**src/hw/fao_map.svh**
```systemverilog
// Constants of the fault alarm output block
`ifndef FAO_MAP_SVH
`define FAO_MAP_SVH
// Output function code that selects the alarm function
`define FAO_FUNC_ALARM     8'h05
// Contact polarity codes
`define FAO_POL_INVERTED   8'h00
`define FAO_POL_NORMAL     8'h01
// Polarity value after initialization
`define FAO_POL_RESET      8'h01
// Function code reset value for the relay (alarm)
`define FAO_RELAY_FN_RESET 8'h05
// Function code reset value for the open collectors (none)
`define FAO_OC_FN_RESET    8'h00
// Register reset values: the unpowered view of the outputs
`define FAO_ALARM_RESET    1'b0
`define FAO_OC_RESET       1'b0
`define FAO_FIRST_RESET    1'b0
`define FAO_SECOND_RESET   1'b1
`endif

```
**src/hw/fao_pkg.sv**
```systemverilog
// Types of the fault alarm output block
package fao_pkg;
  // Output function selectors for the three outputs
  typedef struct packed {
    logic [7:0] oc11_fn;
    logic [7:0] oc12_fn;
    logic [7:0] relay_fn;
    logic [7:0] polarity;
  } fao_cfg_s;
  // Drive levels of the three outputs
  typedef struct packed {
    logic oc11_on;
    logic oc12_on;
    logic relay_first_contact;
    logic relay_second_contact;
  } fao_out_s;
endpackage

```
**src/hw/fao_top.sv**
```systemverilog
// Fault alarm output: trip state to alarm outputs and relay
//
// Contract
// Alarm output active while fault uncleared
// Alarm inactive when no fault since clear
// Alarm assignable to either collector or relay
// Polarity 01: first closed normally, reversed tripped
// Polarity 00: relay sense inverted
// Normal means powered; trip or power-off flips (with polarity 00 power-off leaves the relay in its running position)
// Alarm follows trip mode entry and clear
// Alarm output registered on control clock
`timescale 1ns/100ps
`include "fao_map.svh"
module fao_top
  import fao_pkg::*;
(
  // Clock and reset
  input  wire logic     clk_i,
  input  wire logic     rst_i,
  // Drive state (trip from the fault logic, power from a pin)
  input  wire logic     trip_i,
  input  wire logic     power_good_i,
  // Output configuration
  input  wire fao_cfg_s cfg_i,
  // Alarm signal and output drives
  output logic          fault_alarm_function_o,
  output fao_out_s      out_o
);

  ////////////////////////////////////////////////////////////////////////
  // Power-good arrives from a pin, so it is synchronised first
  logic power_ok; // Filtered power level
  fao_sync u_pwr_sync (
    .clk_i   (clk_i),
    .rst_i   (rst_i),
    .async_i (power_good_i),
    .level_o (power_ok)
  );

  ////////////////////////////////////////////////////////////////////////
  // All state in one struct
  typedef struct packed {
    logic     alarm; // Registered alarm signal
    fao_out_s outs;  // Registered output drives
  } fao_state_s;

  fao_state_s st;      // Current state
  fao_state_s next_st; // Next state

  ////////////////////////////////////////////////////////////////////////
  // Collector decode, one slice per open-collector output
  // Slice 1 is collector 11 and slice 0 is collector 12
  logic [15:0] oc_fn_bus;   // Both collector function codes
  logic [1:0]  oc_assigned; // Collector carries the alarm function

  // Pack the codes so both slices share one decode
  assign oc_fn_bus = {cfg_i.oc11_fn, cfg_i.oc12_fn};

  // collector function select
  for (genvar g = 0; g < 2; g++) begin : g_oc
    // Any code but the alarm code leaves the collector off
    assign oc_assigned[g] = (oc_fn_bus[8*g +: 8] == `FAO_FUNC_ALARM);
  end

  ////////////////////////////////////////////////////////////////////////
  // Relay decode
  logic relay_assigned; // Relay carries the alarm function
  logic relay_inverted; // Contact sense inverted by polarity 00

  // relay function select
  assign relay_assigned = (cfg_i.relay_fn == `FAO_FUNC_ALARM);
  // polarity select; codes other than 00 keep the default sense
  assign relay_inverted = (cfg_i.polarity == `FAO_POL_INVERTED);

  ////////////////////////////////////////////////////////////////////////
  // Next state
  // Compute next alarm and output levels
  always_comb begin
    logic rel_trip;
    rel_trip = 1'b0;
    next_st  = st;
    // active while uncleared
    // inactive once cleared
    // alarm from trip
    // Trip is same-clock logic; the fault logic clears it, not this block
    next_st.alarm = trip_i;
    // collector drives
    next_st.outs.oc11_on = oc_assigned[1] & trip_i;
    next_st.outs.oc12_on = oc_assigned[0] & trip_i;
    // A relay without the alarm function keeps its normal position while power is good
    rel_trip = relay_assigned & trip_i;
    if (!power_ok) begin
      // power loss position
      // An unpowered coil drops out, so polarity cannot apply here
      next_st.outs.relay_first_contact  = 1'b0;
      next_st.outs.relay_second_contact = 1'b1;
    end else if (relay_inverted) begin
      // inverted contact sense
      next_st.outs.relay_first_contact  = rel_trip;
      next_st.outs.relay_second_contact = ~rel_trip;
    end else begin
      // default contact sense
      next_st.outs.relay_first_contact  = ~rel_trip;
      next_st.outs.relay_second_contact = rel_trip;
    end
  end

  // R8 register on control clock
  always_ff @(posedge clk_i or posedge rst_i) begin
    if (rst_i) begin
      // Unpowered view: first contact open, second closed
      st <= '{alarm: `FAO_ALARM_RESET,
              outs: '{oc11_on: `FAO_OC_RESET, oc12_on: `FAO_OC_RESET,
                      relay_first_contact: `FAO_FIRST_RESET,
                      relay_second_contact: `FAO_SECOND_RESET}};
    end else begin
      st <= next_st;
    end
  end

  // Outputs straight from flip-flops
  assign fault_alarm_function_o = st.alarm;
  assign out_o                  = st.outs;
endmodule

```
**src/hw/fao_sync.sv**
```systemverilog
// Three-stage synchroniser with agreement filter
`timescale 1ns/100ps
module fao_sync (
  // Clock and reset
  input  wire logic clk_i,
  input  wire logic rst_i,
  // Asynchronous input and filtered level
  input  wire logic async_i,
  output logic      level_o
);
  // All state in one struct; the first stage is read only by the second
  typedef struct packed {
    logic [2:0] stage; // Shift stages, newest in bit 0
    logic       level; // Filtered level
  } fao_sync_s;

  fao_sync_s st;      // Current state
  fao_sync_s next_st; // Next state

  // Shift and take a change once stages two and three agree
  always_comb begin
    next_st       = st;
    next_st.stage = {st.stage[1:0], async_i};
    if (st.stage[1] == st.stage[2]) begin
      next_st.level = st.stage[2];
    end
  end

  // Reset to the low level, so power reads absent until seen
  always_ff @(posedge clk_i or posedge rst_i) begin
    if (rst_i) begin
      st <= '0;
    end else begin
      st <= next_st;
    end
  end

  // Filtered level straight from its flip-flop
  assign level_o = st.level;
endmodule

```
**config.mk**
```make
export PLATFORM = sky130hd
export DESIGN_NAME = fao_top
export DESIGN_NICKNAME = d
export VERILOG_FILES = /design/src/hw/fao_pkg.sv /design/src/hw/fao_top.sv /design/src/hw/fao_sync.sv
export VERILOG_INCLUDE_DIRS = /design/src /design/src/hw
export SDC_FILE = /design/constraint.sdc
export NUM_CORES = 1
export LEC_CHECK = 0
export BUFFER_PORTS_ARGS = -buffer_cell sky130_fd_sc_hd__buf_2
export CORE_MARGIN = 1.5
export CORE_UTILIZATION = 28
export DETAILED_ROUTE_END_ITERATION = 10
export GPL_ROUTABILITY_DRIVEN = 0
export HOLD_SLACK_MARGIN = 0.03
export MAX_ROUTING_LAYER = met4
export PLACE_DENSITY = 0.7
export SYNTH_ARGS = -nofsm -noshare
export SYNTH_HDL_FRONTEND = slang
export SYNTH_SLANG_ARGS = --single-unit
```
**constraint.sdc**
```tcl
create_clock -name clk_i -period 0.8 [get_ports clk_i]
set_input_delay 0.16 -clock clk_i [delete_from_list [all_inputs] [get_ports clk_i]]
set_output_delay 0.16 -clock clk_i [all_outputs]
set_load 0.02 [all_outputs]
```
; ---- Word-level counts from Yosys, hierarchy flattened
; Cells that the tools add are included.
; Widths: inputs -> output; s select.
[word_totals]
out_inout_bits = 5
regBits = 9
in_bits = 36
word_cells = 18
[op_classes]
bitwise = 4
eq_ne = 4
muxes = 2
reduce_logical = 1
[ops]
columns = op, count
row1 = $eq 8x3->1 const B, 3
row2 = $logic_not 8->1, 1
row3 = $mux 2, 2
row4 = $and 1x1->1, 3
row5 = $eq 1x1->1, 1
row6 = $not 1->1, 1

; ---- Depth between registers and ports, before layout
; Gate-level depths: netlist of the first run.
[depth]
ltp_word = 5
mapped_depth = 3
depth_no_buf = 3

; ---- By module
; A second synthesis of the first run with hierarchy kept.
[hier_totals]
hier_cells = 27
hier_area_um2 = 379.1
[modules_own_cells]
columns = module, cells_each, seq_area_each_um2, instances, area_each_um2
row1 = fao_top, 21, 126.4, 1, 264.0
row2 = fao_sync, 6, 100.1, 1, 115.1

; ---- Least setup slack after synthesis of the first run
; OpenSTA, ideal clock, no wires.
[synth_timing]
path_kind = in2reg
start = in cfg_i[14] (netlist name)
end = reg st, in the netlist out_o[1]
required_time_ns = 0.675
path_slack_ns = -0.280
stages = 3
n_path_buf = 0
arrival_ns = 0.956
setup_time_ns = 0.125
cell_sequence = nor4bb_1 -> and4b_1 -> mux2_2
[synth_lines]
columns = element, line_no
row1 = from (decl), fao_top.sv:24  ; input wire fao_cfg_s cfg_i,
row2 = to (signal assigned), fao_top.sv:112  ; st <= '{alarm: `FAO_ALARM_RESET,
row3 = to (signal assigned), fao_top.sv:117  ; st <= next_st;
row4 = to (decl), fao_top.sv:47  ; fao_state_s st;

; ---- Worst setup path in the final report of the first run
[layout_timing]
start = reg st, in the netlist out_o[0]
end = out out_o[0] (netlist name)
[layout_lines]
columns = element, line_no
row1 = to (decl), fao_top.sv:27  ; output fao_out_s out_o
; No word-level cell between the ends.

==> results of run 1 <==
[state kept, by name, indices dropped and copies added, names as in the netlist]
| signal | flops |
|---|---|
| out_o | 4 |
| u_pwr_sync.next_st | 2 |
| fault_alarm_function_o | 1 |
| u_pwr_sync.level_o | 1 |
| u_pwr_sync.st | 1 |
[metal layers]
layer / track usage, % / share of wire [%]
met5: - / 0
met4: 10.3 / 0.46
met3: 7.39 / 12
met2: 36.1 / 56
met1: 13.3 / 31
[power groups by stage]
stage               logic (W)  clock network (W)  registers, W
global placement     0.000161                  0      0.000501
global route         0.000245           0.000390      0.000500
finish               0.000224           0.000346      0.000498
floorplan           0.0000403                  0      0.000519
CTS                  0.000210           0.000360      0.000498
detailed placement   0.000167                  0      0.000503
[metrics by stage]
step / instance area (um2) / worst slack, ps / power, W / hold slack [ps]
floorplan: 378 / -266 / 0.000559 / -12.8
detailed placement: 611 / -410 / 0.000669 / 130
CTS: 728 / -262 / 0.00107 / 46.9
global route: 761 / -279 / 0.00113 / 61.1
finish: 761 / -248 / 0.00107 / 77.3
global placement: 611 / -377 / 0.000662 / 122
[timing repair]
action	CTS	global route
hold buffers	2	0
pin swaps	3	3
setup endpoints to repair	10	10
resized for setup	17	4
buffers inserted	1	0
hold endpoints to repair	9	0
[final timing paths]
kind	from	to	slack [ps]	cells past startpoint
setup / recovery	out_o[0]	out_o[0]	-250	1
hold / removal	cfg_i[23]	out_o[2]	80	2
setup reg to reg	u_pwr_sync.level_o	out_o[1]	-130	2
hold reg to reg	u_pwr_sync.next_st[2]	u_pwr_sync.next_st[3]	360	0
max in group asynchronous	rst_i	out_o[0]	110	3
min in group asynchronous	rst_i	u_pwr_sync.next_st[2]	400	3
[cell families (layout without fill, tap and decap cells)]
family                   count (synthesis)  after routing  synth area share (%)
AO/OA/AOI/OAI                            1              1                  2.01
adder cells (fa/ha/maj)                  1              1                  2.68
buffers and inverters                    1             50                  1.01
flip-flops                               9              9                  60.7
multiplexers                             2              2                  5.70
AND/OR/NAND/NOR                         12             12                  27.8
[Yosys cell counts]
cell type | instances | area [um2]
dfrtp_1 | 8 | 200
nand3b_1 | 2 | 15.0
nor4_1 | 2 | 12.5
nor4_2 | 2 | 25.0
or4b_1 | 2 | 20.0
a21boi_0 | 1 | 7.51
and3_1 | 1 | 6.26
and4b_1 | 1 | 10.0
dfstp_2 | 1 | 26.3
inv_1 | 1 | 3.75
maj3_1 | 1 | 10.0
mux2_2 | 1 | 11.3
mux2i_1 | 1 | 10.0
nor3_1 | 1 | 5.00
nor4bb_1 | 1 | 10.0
[area by class of cell]
type                       count  share of cell area [%]
inverter                       1                   0.493
tap                           14                    2.30
sequential                     9                    29.8
timing repair buffer          45                    39.3
multi-input combinational     16                    24.7
clock buffer                   4                    3.45
==> out/results.txt, run 1 <==
status: finished, violations left
violated checks: setup timing
Max-slew headroom: 76.9%
commonest non-fill, non-tap cell in the layout: buf_2
Routed WL: 1090 um
Worst Path Arrival: 890 ps
GRT Resource Usage Total: 18.4%
P_leak: 0.388 nW
via count: 429
Nets: 112
Worst path max stage delay: 520 ps
Worst Setup End Kind: primary output
Inserted Clock Buffers: 3
Cell Rows: 12
RSZ-0062 raised after global routing: true
area occupied by multi-input gates: 188 um2
Synth-to-Final Area Change: 104%
Die H: 39.5 um
Initial Util: 31.8%
pwr dens: 1400 mW/mm2
Pint: 0.000818 W
Comb power frac: 21.0%
DRT Pass-1 Iters: 3
CTS tree: built
# diodes: 0
setup_tns: -1070 ps
Clk Tree Root Cell: clkbuf_4
initial antenna violation count: 0
Clk pwr share: 32.4%
gr ovfl total: 0
min Tclk post-route: 1050 ps
DR WL/cell: 12.2 um
critical path class: register to primary output
Layout Skew: 0.758 ps
antenna viol nets, final: 0
fraction of layout cells with a size suffix above 1: 72.0%
Max Freq: 954 MHz
final std cells w/o fill: 89
vias in the first global route: 465
Core Area: 0.00117 mm2
Least-Margin Pin Slew: 343 ps
DIE WIDTH: 39.5 um
Sw Ratio: 23.3%
post-synthesis cell area: 373 um2
starting DRC count in detailed routing: 2
IO Port Bufs: 40
Worst EP required: 640 ps
IO Pins: 41
via/cell ratio: 4.82
P_sw: 0.000249 W
Netlist cell types: 15
Die ar.: 0.00156 mm2
FF/Latch Area: 226 um2
Reg power frac: 46.6%
fin. max-slew vios: 0
Worst-path clk slew: 60 ps
filler instances: 99
CTS Sinks: 9
post-placement cell count: 82
Cells after Synth: 26
setup ws final: -248 ps
Synthesis Warnings: 0
HP Class: primary input to register
Final setup viols: 10
synthesized area per cell: 14.3 um2
Fin. Hold Viols: 0
Synthesized Nets: 62
DRC: 0
H-tree Lvls: 1
crit-path cells: buf_6
crit start category: register
maxcap violations: 0
largest net degree at the start of global routing: 10
slowest stage cell, crit path: dfstp_2
Synth Register Bits: 9
most frequent cells in the layout: buf_2 (31), buf_6 (9), dfrtp_1 (8)
fin util: 65.0%
delay-heaviest family, CP: flip-flops
CTS Buffer Depth: 2
critical-path maximum fanout: 1
first-pass GRT wire length: 1730 um
Seq/Total Area, Yosys: 60.7%
worst vdd ir: 0.000607 V
Buf+Inv Stages, Crit Path: 1
Clock Latency Late Sink: 260 ps
Final Cycle Share: 131%
(Power assumes the default switching activity.)
==> inputs of run 2 (changes only) <==
==> constraint.sdc (replaced) <==
create_clock -name clk_i -period 0.8 [get_ports clk_i]
set_input_delay 0.16 -clock clk_i [delete_from_list [all_inputs] [get_ports clk_i]]
set_output_delay 0.16 -clock clk_i [all_outputs]
set_load 0.05 [all_outputs]
==> run 2 against run 1 <==
- the run still ends with setup timing left
- worst setup slack lost 41 ps
- highest routed layer unchanged
- largest power group unchanged
- power grew 3.5%
- routed wire length is essentially flat
- count of clock-buffer cells in the layout did not move
- global-route usage unchanged
- non-clock buffer count stayed put
- fmax shrank 3.8%
- flip-flop and latch count stayed put
- worst hold slack unchanged
- utilization is 0.32 points higher
- register-to-register slack barely moved
==> out/results.txt, run 2 (synthesis results as in run 1) <==
CTS Sinks: 9
Tot Pwr: 0.00110 W
vias in the first global route: 465
Worst path max stage delay: 530 ps
via/cell ratio: 4.82
GRT Resource Usage Total: 18.4%
critical path class: register to primary output
HP Class: primary input to register
first-pass GRT wire length: 1730 um
pwr dens: 1440 mW/mm2
Worst Setup End Kind: primary output
post-placement cell count: 82
Synth-to-Final Area Change: 105%
Clk Tree Root Cell: clkbuf_4
antenna viol nets, final: 0
maxcap violations: 0
crit start category: register
IO Pins: 41
Nets: 112
Worst-path clk slew: 60 ps
Cell Area, Placed: 611 um2
setup ws final: -290 ps
initial antenna violation count: 0
status: finished, violations left
violated checks: setup timing
Initial Util: 31.8%
DIE WIDTH: 39.5 um
Die ar.: 0.00156 mm2
gr ovfl total: 0
beginning of the worst hold path: cfg_i[23]
slowest stage cell, crit path: dfstp_2
dpl ws: -410 ps
Routed WL: 1090 um
commonest non-fill, non-tap cell in the layout: buf_2
final std cells w/o fill: 89
delay-heaviest family, CP: flip-flops
fraction of layout cells with a size suffix above 1: 72.0%
hold_ws: 77.3 ps
DRC: 0
RSZ-0062 raised after global routing: true
number of cells on the worst reg-to-reg path: 2
Fin. Hold Viols: 0
largest net degree at the start of global routing: 10
crit-path cells: buf_8
critical-path maximum fanout: 1
Crit path depth: 1
min Tclk post-route: 1090 ps
Core Area: 0.00117 mm2
final instance area: 764 um2
most frequent cells in the layout: buf_2 (31), dfrtp_1 (8), buf_6 (8)
Least-Margin Pin Slew: 343 ps
max FFs per register: 4
Inserted Clock Buffers: 3
Worst EP required: 640 ps
P_leak: 0.389 nW
Final Cycle Share: 136%
Worst Hold Depth: 2
CTS Buffer Depth: 2
Cell Rows: 12
DRT Pass-1 Iters: 3
IO Port Bufs: 40
worst setup path start: out_o[0]
fin. max-slew vios: 0
worst vdd ir: 0.000607 V
via count: 429
# diodes: 0
Max Freq: 918 MHz
Max-slew headroom: 76.9%
starting DRC count in detailed routing: 2
Buf+Inv Stages, Crit Path: 1
Clock Latency Late Sink: 260 ps
Die H: 39.5 um
CTS tree: built
worst r2r src: u_pwr_sync.level_o
Worst Path Arrival: 930 ps
DR WL/cell: 12.2 um
H-tree Lvls: 1
Final setup viols: 10
Layout Skew: 0.758 ps
-- run 2: cell counts in the layout (fill, tap and decap cells not counted) --
Identical to the previous run, type by type.
-- run 2: power by group --
| group | switching (W) | internal [W] | leakage [nW] |
|---|---|---|---|
| combinational | 0.000113 | 0.000146 | 0.266 |
| sequential | 0.0000138 | 0.000485 | 0.108 |
| clock | 0.000154 | 0.000192 | 0.0150 |
| total | 0.000281 | 0.000823 | 0.389 |
-- run 2: what timing repair did --
action / CTS / global route
setup buffers: 1 / 0
pin swaps: 3 / 3
hold buffers: 2 / 0
endpoints found under the setup margin: 10 / 10
gates resized for setup: 18 / 4
endpoints found under the hold margin: 9 / 0
-- run 2: worst paths after layout --
check                                         to  slack (ps)
hold / removal                          out_o[2]          80
max in group asynchronous               out_o[0]         110
setup / recovery                        out_o[0]        -290
setup reg to reg                        out_o[1]        -130
hold reg to reg            u_pwr_sync.next_st[3]         360
min in group asynchronous  u_pwr_sync.next_st[2]         400
-- run 2: stage by stage --
step	setup TNS (ps)	utilization, %
after floorplan	-728	-
after global routing	-1440	65.3
after CTS	-1190	62.5
after global placement	-1380	52.1
final	-1200	65.3
after detailed placement	-1530	52.1
-- run 2: worst register-to-register path, stage by stage (launching register included) --
cell,delay [ps]
dfrtp_1,390
a21boi_1,150
mux2_4,280
-- run 2: cell type report --
cell class	instances	area, um2
multi-input cells	16	188
well taps	14	17.5
fillers	97	407
inverters	1	3.75
repair buffers	45	303
clock buffers	4	26.3
flip-flops and latches	9	226
-- run 2: per-layer routing --
metal | global-route usage (%) | vias up | part of all wire, %
li1 | - | 201 | -
met1 | 13.3 | 191 | 31
met2 | 36.1 | 35 | 56
met3 | 7.39 | 2 | 12
met4 | 10.3 | 0 | 0.46
met5 | - | - | 0
